==> src/core/scc_pkg.sv <==
/*
  constants for the stepper chopper control core: register map, reset
  values, chopper counts, fault blanking counts and the torque table.
  assumes a single 10 MHz system clock.
*/
package scc_pkg;

  // system clock and internal fault oscillator
  localparam int SYS_CLK_KHZ = 10000;
  localparam int FAULT_OSC_KHZ = 6400;
  localparam int FAULT_ACC_W = 10;
  localparam logic [FAULT_ACC_W-1:0] FAULT_ACC_INC =
    FAULT_ACC_W'((FAULT_OSC_KHZ * (2 ** FAULT_ACC_W)) / SYS_CLK_KHZ);

  // chopping period in chop oscillator clocks
  localparam logic [3:0] CHOP_LAST_CNT = 4'hF;
  localparam logic [3:0] CHOP_FAST_CNT = 4'hA;

  // fault blanking in fault oscillator clocks
  localparam logic [3:0] OVC_BLANK_TICKS = 4'h8;
  localparam logic [4:0] THERM_BLANK_TICKS = 5'h10;

  // register byte offsets
  localparam logic [7:0] CTRL_OFS = 8'h00;
  localparam logic [7:0] STATUS_OFS = 8'h04;
  localparam logic [7:0] IRQ_STAT_OFS = 8'h08;
  localparam logic [7:0] IRQ_CLR_OFS = 8'h0C;
  localparam logic [7:0] IRQ_EN_OFS = 8'h10;

  // control fields and reset values
  localparam int CTRL_DRIVE_EN_BIT = 0;
  localparam logic CTRL_DRIVE_EN_RST = 1'b0;
  localparam int IRQ_W = 3;
  localparam int IRQ_OVC_BIT = 0;
  localparam int IRQ_THERM_BIT = 1;
  localparam int IRQ_PERIOD_BIT = 2;
  localparam logic [IRQ_W-1:0] IRQ_EN_RST = 3'h0;

  // percent of full scale per torque code {bit1,bit2,bit3,bit4}
  localparam int PCT_W = 7;
  localparam logic [PCT_W-1:0] PCT_ZERO = 7'h00;
  localparam logic [PCT_W-1:0] TORQUE_PCT [16] = '{
    7'h00, 7'h07, 7'h0D, 7'h13, 7'h19, 7'h1F, 7'h26, 7'h2C,
    7'h32, 7'h3C, 7'h3F, 7'h45, 7'h4B, 7'h51, 7'h58, 7'h64
  };

  // coil phase
  typedef enum logic [1:0] {
    PH_OFF = 2'b00,
    PH_CHARGE = 2'b01,
    PH_SLOW = 2'b10,
    PH_FAST = 2'b11
  } scc_phase_type;

endpackage

==> src/core/scc_core.sv <==
/*
  stepper chopper control core: two coil constant current chopper with
  mixed decay, torque scaling, fault blanking and latching, and a small
  register file with interrupt.
  assumes all pin inputs are asynchronous to clk_sys_i and that the
  chop oscillator runs well below half of the 10 MHz system clock.
*/
// Behaviour
// mixed decay only, fast decay 31.25%
// period starts in charge at count zero
// limit detect in charge moves to slow
// eleventh chop clock moves to fast decay
// sixteenth chop clock restarts period in charge
// torque code scales both coil currents
// direction high positive, low negative current
// drive off gives zero current
// overcurrent blanked seven to eight fault clocks
// thermal blanked fifteen to sixteen fault clocks
// any trip turns all gate outputs and coil phases off
// trip latched until standby or power cycle
// other torque codes from lookup table
`timescale 1ns/1ns
module scc_core
  import scc_pkg::*;
(
  // clock and reset
  input wire logic clk_sys_i,
  input wire logic rstn_i,
  // register port
  input wire logic [7:0] addr_i,
  input wire logic [31:0] wdata_i,
  input wire logic wr_i,
  input wire logic rd_i,
  output logic [31:0] rdata_o,
  output logic irq_o,
  // control pins
  input wire logic chop_oscillator_clock_i,
  input wire logic standby_i,
  input wire logic [1:0] coil_dir_i,
  input wire logic [1:0] coil_on_i,
  input wire logic torque_code_bit1_i,
  input wire logic torque_code_bit2_i,
  input wire logic torque_code_bit3_i,
  input wire logic torque_code_bit4_i,
  // detector pins
  input wire logic [1:0] current_limit_detect_i,
  input wire logic overcurrent_shutdown_i,
  input wire logic thermal_shutdown_i,
  // bridge side, per coil {hs_pos, ls_pos, hs_neg, ls_neg}
  output logic [7:0] coil_gate_o,
  output logic [1:0] coil_sign_o,
  output logic [13:0] coil_ref_pct_o,
  output logic [3:0] coil_phase_o,
  output logic fault_o
);

  // two flop input synchroniser
  localparam int SYNC_W = 14;
  logic [SYNC_W-1:0] pin_meta_r;
  logic [SYNC_W-1:0] pin_sync_r;
  wire [SYNC_W-1:0] pin_raw = {chop_oscillator_clock_i, standby_i,
    coil_dir_i, coil_on_i, torque_code_bit1_i, torque_code_bit2_i,
    torque_code_bit3_i, torque_code_bit4_i, current_limit_detect_i,
    overcurrent_shutdown_i, thermal_shutdown_i};

  always_ff @(posedge clk_sys_i or negedge rstn_i) begin
    if (!rstn_i) begin
      pin_meta_r <= '0;
      pin_sync_r <= '0;
    end else begin
      pin_meta_r <= pin_raw;
      pin_sync_r <= pin_meta_r;
    end
  end

  wire chop_s = pin_sync_r[13];
  wire standby_s = pin_sync_r[12];
  wire [1:0] dir_s = pin_sync_r[11:10];
  wire [1:0] on_s = pin_sync_r[9:8];
  wire [3:0] torque_s = pin_sync_r[7:4];
  wire [1:0] limit_s = pin_sync_r[3:2];
  wire ovc_s = pin_sync_r[1];
  wire therm_s = pin_sync_r[0];

  // chop oscillator edge and period counter
  logic chop_prev_r;
  logic [3:0] chop_cnt_r;
  wire chop_edge = chop_s & ~chop_prev_r;
  wire period_start = chop_edge && (chop_cnt_r == CHOP_LAST_CNT);
  wire fast_start = chop_edge && (chop_cnt_r == CHOP_FAST_CNT);

  always_ff @(posedge clk_sys_i or negedge rstn_i) begin
    if (!rstn_i) begin
      chop_prev_r <= 1'b0;
      chop_cnt_r <= 4'h0;
    end else begin
      chop_prev_r <= chop_s;
      if (chop_edge) begin
        chop_cnt_r <= chop_cnt_r + 4'h1;
      end
    end
  end

  // internal fault oscillator as a phase accumulator tick
  logic [FAULT_ACC_W-1:0] fault_acc_r;
  wire [FAULT_ACC_W:0] fault_acc_sum = {1'b0, fault_acc_r} +
    {1'b0, FAULT_ACC_INC};
  wire fault_tick = fault_acc_sum[FAULT_ACC_W];

  // blanking counters and trip latches
  logic [3:0] ovc_cnt_r;
  logic [4:0] therm_cnt_r;
  logic ovc_trip_r;
  logic therm_trip_r;
  wire ovc_hit = ovc_s && fault_tick &&
    (ovc_cnt_r == OVC_BLANK_TICKS - 4'h1);
  wire therm_hit = therm_s && fault_tick &&
    (therm_cnt_r == THERM_BLANK_TICKS - 5'h01);
  wire fault = ovc_trip_r | therm_trip_r;

  always_ff @(posedge clk_sys_i or negedge rstn_i) begin
    if (!rstn_i) begin
      fault_acc_r <= '0;
      ovc_cnt_r <= 4'h0;
      therm_cnt_r <= 5'h00;
      ovc_trip_r <= 1'b0;
      therm_trip_r <= 1'b0;
    end else begin
      fault_acc_r <= fault_acc_sum[FAULT_ACC_W-1:0];
      if (!ovc_s) begin
        ovc_cnt_r <= 4'h0;
      end else if (fault_tick && ovc_cnt_r != OVC_BLANK_TICKS) begin
        ovc_cnt_r <= ovc_cnt_r + 4'h1;
      end
      if (!therm_s) begin
        therm_cnt_r <= 5'h00;
      end else if (fault_tick && therm_cnt_r != THERM_BLANK_TICKS) begin
        therm_cnt_r <= therm_cnt_r + 5'h01;
      end
      // set wins over the standby clear
      if (ovc_hit) begin
        ovc_trip_r <= 1'b1;
      end else if (standby_s) begin
        ovc_trip_r <= 1'b0;
      end
      if (therm_hit) begin
        therm_trip_r <= 1'b1;
      end else if (standby_s) begin
        therm_trip_r <= 1'b0;
      end
    end
  end

  // register file
  logic drive_en_r;
  logic [IRQ_W-1:0] irq_en_r;
  logic [IRQ_W-1:0] irq_stat_r;
  wire wr_ctrl = wr_i && (addr_i == CTRL_OFS);
  wire wr_clr = wr_i && (addr_i == IRQ_CLR_OFS);
  wire wr_en = wr_i && (addr_i == IRQ_EN_OFS);
  wire [IRQ_W-1:0] irq_event = {period_start, therm_hit & ~therm_trip_r,
    ovc_hit & ~ovc_trip_r};
  wire [IRQ_W-1:0] irq_clr = wr_clr ? wdata_i[IRQ_W-1:0] : '0;
  wire [31:0] status_word = {24'h000000, chop_cnt_r, therm_trip_r,
    ovc_trip_r, standby_s, drive_en_r};
  wire [31:0] rd_mux =
    (addr_i == CTRL_OFS) ? {31'h0, drive_en_r} :
    (addr_i == STATUS_OFS) ? status_word :
    (addr_i == IRQ_STAT_OFS) ? {29'h0, irq_stat_r} :
    (addr_i == IRQ_EN_OFS) ? {29'h0, irq_en_r} : 32'h00000000;

  always_ff @(posedge clk_sys_i or negedge rstn_i) begin
    if (!rstn_i) begin
      drive_en_r <= CTRL_DRIVE_EN_RST;
      irq_en_r <= IRQ_EN_RST;
      irq_stat_r <= '0;
      rdata_o <= 32'h00000000;
    end else begin
      if (wr_ctrl) begin
        drive_en_r <= wdata_i[CTRL_DRIVE_EN_BIT];
      end
      if (wr_en) begin
        irq_en_r <= wdata_i[IRQ_W-1:0];
      end
      irq_stat_r <= (irq_stat_r & ~irq_clr) | irq_event;
      rdata_o <= rd_i ? rd_mux : 32'h00000000;
    end
  end

  assign irq_o = |(irq_stat_r & irq_en_r);
  assign fault_o = fault;

  // torque scaling
  wire [PCT_W-1:0] torque_pct = TORQUE_PCT[torque_s];
  wire run_ok = drive_en_r && !standby_s && !fault;

  // per coil chopper
  scc_phase_type phase_r [2];
  genvar gc;
  generate
    for (gc = 0; gc < 2; gc++) begin : g_coil
      scc_phase_type phase_nxt;
      logic [3:0] gate_nxt;
      logic [3:0] gate_r;
      logic sign_r;
      logic [PCT_W-1:0] pct_r;
      wire coil_run = run_ok && on_s[gc];

      always_comb begin
        phase_nxt = phase_r[gc];
        if (!coil_run) begin
          phase_nxt = PH_OFF;
        end else if (period_start) begin
          phase_nxt = PH_CHARGE;
        end else if (fast_start) begin
          phase_nxt = PH_FAST;
        end else if (phase_r[gc] == PH_CHARGE && limit_s[gc]) begin
          phase_nxt = PH_SLOW;
        end
      end

      // charge drives along the sign, fast decay against it
      always_comb begin
        unique case (phase_r[gc])
          PH_OFF: gate_nxt = 4'h0;
          PH_CHARGE: gate_nxt = dir_s[gc] ? 4'h9 : 4'h6;
          PH_SLOW: gate_nxt = 4'h5;
          PH_FAST: gate_nxt = dir_s[gc] ? 4'h6 : 4'h9;
        endcase
      end

      always_ff @(posedge clk_sys_i or negedge rstn_i) begin
        if (!rstn_i) begin
          phase_r[gc] <= PH_OFF;
          gate_r <= 4'h0;
          sign_r <= 1'b0;
          pct_r <= PCT_ZERO;
        end else begin
          phase_r[gc] <= phase_nxt;
          gate_r <= fault ? 4'h0 : gate_nxt;
          sign_r <= dir_s[gc];
          pct_r <= on_s[gc] ? torque_pct : PCT_ZERO;
        end
      end

      assign coil_gate_o[4*gc+3:4*gc] = gate_r;
      assign coil_sign_o[gc] = sign_r;
      assign coil_ref_pct_o[PCT_W*gc+PCT_W-1:PCT_W*gc] = pct_r;
      assign coil_phase_o[2*gc+1:2*gc] = phase_r[gc];
    end
  endgenerate
endmodule // scc_core

==> config.mk <==
export PLATFORM = sky130hd
export DESIGN_NAME = scc_core
export DESIGN_NICKNAME = d
export VERILOG_FILES = /design/src/core/scc_pkg.sv /design/src/core/scc_core.sv
export SDC_FILE = /design/constraint.sdc
export NUM_CORES = 1
export LEC_CHECK = 0
export ABC_AREA = 1
export BUFFER_PORTS_ARGS = -buffer_cell sky130_fd_sc_hd__buf_2
export CORE_ASPECT_RATIO = 0.6
export CORE_UTILIZATION = 40
export DETAILED_ROUTE_END_ITERATION = 6
export GPL_ROUTABILITY_DRIVEN = 0
export PLACE_DENSITY = 0.64
export SETUP_SLACK_MARGIN = 0.02
export SYNTH_ARGS = -nofsm -noshare
export SYNTH_HDL_FRONTEND = slang
export SYNTH_SLANG_ARGS = --single-unit
==> constraint.sdc <==
create_clock -name clk_sys_i -period 1.67 [get_ports clk_sys_i]
set_input_delay 0.334 -clock clk_sys_i [delete_from_list [all_inputs] [get_ports clk_sys_i]]
set_output_delay 0.334 -clock clk_sys_i [all_outputs]
set_load 0.03 [all_outputs]
**Word level (Yosys, flattened, before mapping)**

Memories as Yosys holds them, arrays and structs flattened.
Cells that the tools add are included.

- Bits in registers: 97
- Memory bits (read-only): 112
- Bits of input ports: 58
- Word-level logic and storage cells: 117
- Memories kept: 1

- $add $sub $neg: 4
- $lt $le $gt $ge: 1
- Equal/unequal tests: 20
- Mux-type cells: 33
- Bitwise operators: 12
- Reduce and logical (&&, ||, !) cells: 25

Memory list:

| name | depth | width | rd ports | clocked after memory_dff | wr ports | line | RTL |
|---|---|---|---|---|---|---|---|
| (no name shown) | 16 | 7 | 1 | 0 | 0 | scc_core.sv:194 | `wire [PCT_W-1:0] torque_pct = TORQUE_PCT[torque_s];` |

Operator list:

| kind | count |
|---|---|
| 2-to-1 mux 4 bit | 8 |
| case mux 4 bit (4 select lines) | 2 |
| 2-to-1 mux 7 bit | 4 |
| 2-to-1 mux 8 bit | 3 |
| logical AND 1 bit | 17 |
| == test 8 x 4 -> 1 bit, second input constant | 2 |
| 2-to-1 mux 2 bit | 8 |
| adder 10 x 10 -> 11 bit, second input constant | 1 |
| 2-to-1 mux 5 bit | 2 |
| 2-to-1 mux 3 bit | 3 |
| adder 4 x 1 -> 4 bit, second input constant | 2 |
| == test 2 bit, second input constant | 4 |
| == test 4 bit, second input constant | 2 |
| == test 8 x 3 -> 1 bit, second input constant | 1 |
| == test 8 x 5 -> 1 bit, second input constant | 1 |
| zero test 8 bit | 1 |
| != test 4 x 3 -> 1 bit, second input constant | 2 |
| bitwise AND 3 bit | 2 |
| adder 5 x 1 -> 5 bit, second input constant | 1 |
| == test 5 x 4 -> 1 bit, second input constant | 1 |
| >= comparator 5 bit, second input constant | 1 |
| != test 5 bit, second input constant | 1 |
| NOT 4 -> 5 bit | 1 |
| == test 2 x 1 -> 1 bit, second input constant | 2 |
| other kinds (13) | 23 |

**Logic depth before layout (Yosys ltp)**

- Word-level depth: 6
- Mapped depth: 8
- Mapped depth without buffers: 8

**Worst setup path after synthesis**

OpenSTA, ideal clock, no wires.

- Path type: reg2reg
- Start point: register pin_sync_r[5]
- End point: register g_coil[0].pct_r[2]
- Data arrival time: 1.218 ns
- Data required time: 1.546 ns
- Setup slack: 0.328 ns
- Stages on the path, launching flop included: 6
- Path buffers: 0
- Clock period less this slack: 1.342 ns
- Cell sequence: dfrtp_1 > inv_1 > ha_1 > or2_1 > a31oi_1 > nor2_1

- Cells in the longest elaborated chain, start to end: 5

Ends and longest elaborated chain:

| what | line | RTL |
|---|---|---|
| from (decl) | scc_core.sv:60 | `logic [SYNC_W-1:0] pin_sync_r;` |
| from (signal assigned) | scc_core.sv:72 | `pin_sync_r <= pin_meta_r;` |
| NOT 4 -> 5 bit (implied by the code) | scc_core.sv:194 |  |
| memory (16 x 7 bit) | -- |  |
| 2-to-1 mux 7 bit (implied by the code) (2 in a row) | scc_core.sv:194 |  |
| 2-to-1 mux 7 bit | scc_core.sv:242 | `pct_r <= on_s[gc] ? torque_pct : PCT_ZERO;` |
| to (signal assigned) | scc_core.sv:242 |  |
| to (decl) | scc_core.sv:206 | `logic [PCT_W-1:0] pct_r;` |

Every way passes these cells. The select of a mux whose other input is x is not followed.
A chain may end at the register's enable or synchronous reset.

**Worst setup path in the final report**

- Start point: register ovc_trip_r
- End point: output fault_o

- Cells in the longest elaborated chain, start to end: 1

Ends and longest elaborated chain:

| what | line | RTL |
|---|---|---|
| from (decl) | scc_core.sv:113 | `logic ovc_trip_r;` |
| from (signal assigned) | scc_core.sv:126 | `ovc_trip_r <= 1'b0;` |
| from (signal assigned) | scc_core.sv:142 | `ovc_trip_r <= 1'b1;` |
| from (signal assigned) | scc_core.sv:144 | `ovc_trip_r <= 1'b0;` |
| bitwise OR 1 bit | scc_core.sv:119 | `wire fault = ovc_trip_r \| therm_trip_r;` |
| to (decl) | scc_core.sv:54 | `output logic fault_o` |

Every way passes these cells.

==> metrics.yaml <==
run_status:
  outcome: "complete, no violations"
power_and_ir_drop:
  p_switching_mw: 1.33
  comb_power_share: 0.097
  leakage_nw: 2.63
  internal_power_mw: 4.14
  pwr_density_cell_nw_per_um2: 1110
  clkPwrFrac: 0.432
  switching_share: 0.244
  p_seq_frac: 0.471
  vdd_drop_max_uv: 620
global_route:
  first_global_vias: 2656
  grt_pass1_wl_um: 12300
  overflow: 0
  grt_start_max_net_pins: 34
  grt_antenna_before_repair: 0
  grt_use_total: 0.150
die:
  io_pins: 120
  die_width_um: 134
  row_count: 28
  die_y_um: 80.9
  dieArea_um2: 10800
  core_um2: 9980
  start_util: 0.416
run:
  cap_violations: 0
yosys:
  synth_ff_type: "dfrtp_1"
  synthCells: 424
  synth_seq_cells: 97
  yosysWarnings: 0
  ys_async_sr_fraction: 1.00
  syn-cell-area_um2: 4150
  synth_cell_types: 34
  synth_edf_count: 0
  yosysSeqAreaShare: 0.585
  syn_area_per_cell_um2: 9.79
timing:
  hold_ws_ns: 0.0934
  drv_slew: 0
  setup_viol: 0
  fmax_mhz: 636
  hold_viol: 0
  setup-tns-final_ns: 0
  layout_min_cycle_time_ns: 1.57
  rsz0062_at_grt: "no"
  fin_skew_ns: 0.00989
  finalCritPeriodShare: 0.941
route:
  firstDrtPassIters: 4
  ant_nets: 0
  wl_per_cell_um: 11.7
  vias: 2895
  drc: 0
  drtIter0Drc: 119
  wl_um: 7470
  avgViaCountPerCell: 4.53
critical_path:
  startpoint: "ovc_trip_r"
  rrSetupSlack_ns: 0.18
  start_kind: "flip-flop"
  cp.required_ns: 1.34
  worstReg2RegEnd: "g_coil[0].pct_r[2]"
  cp.arrival_ns: 1.24
  worstSetupPathType: "flip-flop to output pin"
  crit_end: "fault_o"
  crit_path_end_kind: "output pin"
  worst-path-max-fanout: 5
  rr_worst_depth: 5
  r2r-start: "pin_sync_r[5]"
cells_and_area:
  antenna_cells_inserted: 0
  syn_to_final_growth_pct: 18.8
  layout_common_cells: "dfrtp_1 (96), nand2_1 (73), buf_2 (65)"
  final_util: 0.494
  final_common_cell: "dfrtp_1"
  nets: 571
  fillCellCount: 913
  layout-drive-gt1-share: 0.202
  postLayoutCellArea_um2: 4930
clock_network:
  clkLatencyLatePin_ns: 0.34
  clk_pin_slew_ns: 0.07
  h-tree-depth: 3
  max-clock-path-buffers: 2
  cts_tree: "done"
  cts-buffers-inserted: 9
  clock_sinks: 97
  ctsRootBufferMaster: "clkbuf_16"
  cts_setup_buffers: 0
placement:
  place_area_um2: 4560
  io_buffers: 66
  hpwlAfterDp_um: 5490
worst_hold_path:
  min_path_type: "input port to flip-flop"
-- cell families (layout without fill, tap and decap cells) --
logic type                 after synthesis  count (layout)  share of synthesized area
DFF                                     97              97                      0.585
other                                    1              24                   0.000903
and+or+nand+nor                        176             176                      0.194
buffers and inverters                   87             144                      0.105
AOI/OAI and AO/OA                       37              37                     0.0482
adders and majority gates               14              14                     0.0422
xor gates and xnor gates                12              12                     0.0253
-- power by group through the flow --
| stage | Combinational, mW | Clock [mW] | Sequential [mW] |
|---|---|---|---|
| 2_1_floorplan | 0.348 | 0 | 2.65 |
| 3_3_place_gp | 0.512 | 0 | 2.62 |
| 3_5_place_dp | 0.527 | 0 | 2.63 |
| 4_1_cts | 0.535 | 2.42 | 2.58 |
| 5_1_grt | 0.600 | 2.51 | 2.60 |
| 6_report | 0.530 | 2.36 | 2.58 |
-- timing repair --
item,4_1_cts,5_1_grt
hold buffers,1,0
endpoints found under the hold margin,24,0
cloned,0,0
endpoints found under the setup margin,1,1
gates resized for setup,2,1
pin swaps,0,1
-- area by class of cell --
| cell class | instances | area (um^2) | share of cell area |
|---|---|---|---|
| flip-flops and latches | 97 | 2430 | 0.492 |
| multi-input cells | 263 | 1380 | 0.281 |
| repair buffers | 71 | 385 | 0.0781 |
| clock buffers | 10 | 239 | 0.0485 |
| inverters | 57 | 214 | 0.0434 |
| well taps | 135 | 169 | 0.0342 |
| clock inverters | 6 | 113 | 0.0228 |
-- synthesized netlist by cell type, types with 2 or more instances --
| master | count | area [um^2] |
|---|---|---|
| xor2_1 | 8 | 70.1 |
| buf_2 | 3 | 15.0 |
| nand2_1 | 73 | 274 |
| o21ai_0 | 3 | 15.0 |
| o21ai_1 | 15 | 75.1 |
| nand4_1 | 14 | 87.6 |
| xnor2_1 | 4 | 35.0 |
| buf_4 | 26 | 195 |
| dfrtp_1 | 97 | 2430 |
| nor2_1 | 39 | 146 |
| ha_1 | 14 | 175 |
| inv_2 | 6 | 22.5 |
| nand3_2 | 2 | 20.0 |
| a21boi_0 | 2 | 15.0 |
| nand3b_1 | 2 | 15.0 |
| nor3_1 | 6 | 30.0 |
| inv_1 | 50 | 188 |
| a21oi_1 | 10 | 50.1 |
| o22ai_1 | 5 | 31.3 |
| nand3_1 | 31 | 155 |
-- worst max-delay path, stage by stage, from the launching register on --
cell     delay [ns]
dfrtp_2        0.45
nor2_4         0.14
inv_1          0.11
buf_2          0.19
-- worst min-delay path by stage --
stage,startpoint,to,slack [ns],cells past startpoint
floorplan,rstn_i,chop_cnt_r[0],0.04,0
CTS,torque_code_bit3_i,pin_meta_r[5],0.08,1
global route,chop_oscillator_clock_i,pin_meta_r[13],0.08,1
detailed placement,rstn_i,pin_sync_r[3],0.27,1
global placement,rstn_i,pin_sync_r[3],0.27,1
finish,chop_oscillator_clock_i,pin_meta_r[13],0.09,1
-- per-stage QoR --
stage,setup WS [ns],instances,power [mW]
2_1_floorplan,0.328,447,2.99
3_3_place_gp,0.232,622,3.13
3_5_place_dp,0.189,622,3.15
4_1_cts,0.0480,639,5.54
5_1_grt,0.0212,639,5.71
6_report,0.0984,639,5.47
-- metal layers --
metal	vias up	GRT usage	part of all wire
met1	1348	0.201	0.51
met3	4	0.0487	0.061
li1	1455	-	-
met2	88	0.225	0.43
met5	-	0	0
met4	0	0.0659	0.0050
-- sequential cells by signal, summed over array words and instances (netlist names), 2 cells and up --
register / flops
g_coil.pct_r: 14
pin_meta_r: 14
pin_sync_r: 14
fault_acc_r: 10
g_coil.gate_r: 8
rdata_o: 8
therm_cnt_r: 5
chop_cnt_r: 4
coil_phase_o: 4
ovc_cnt_r: 4
irq_en_r: 3
irq_stat_r: 3
g_coil.sign_r: 2
Power figures use the tool's default switching activity.
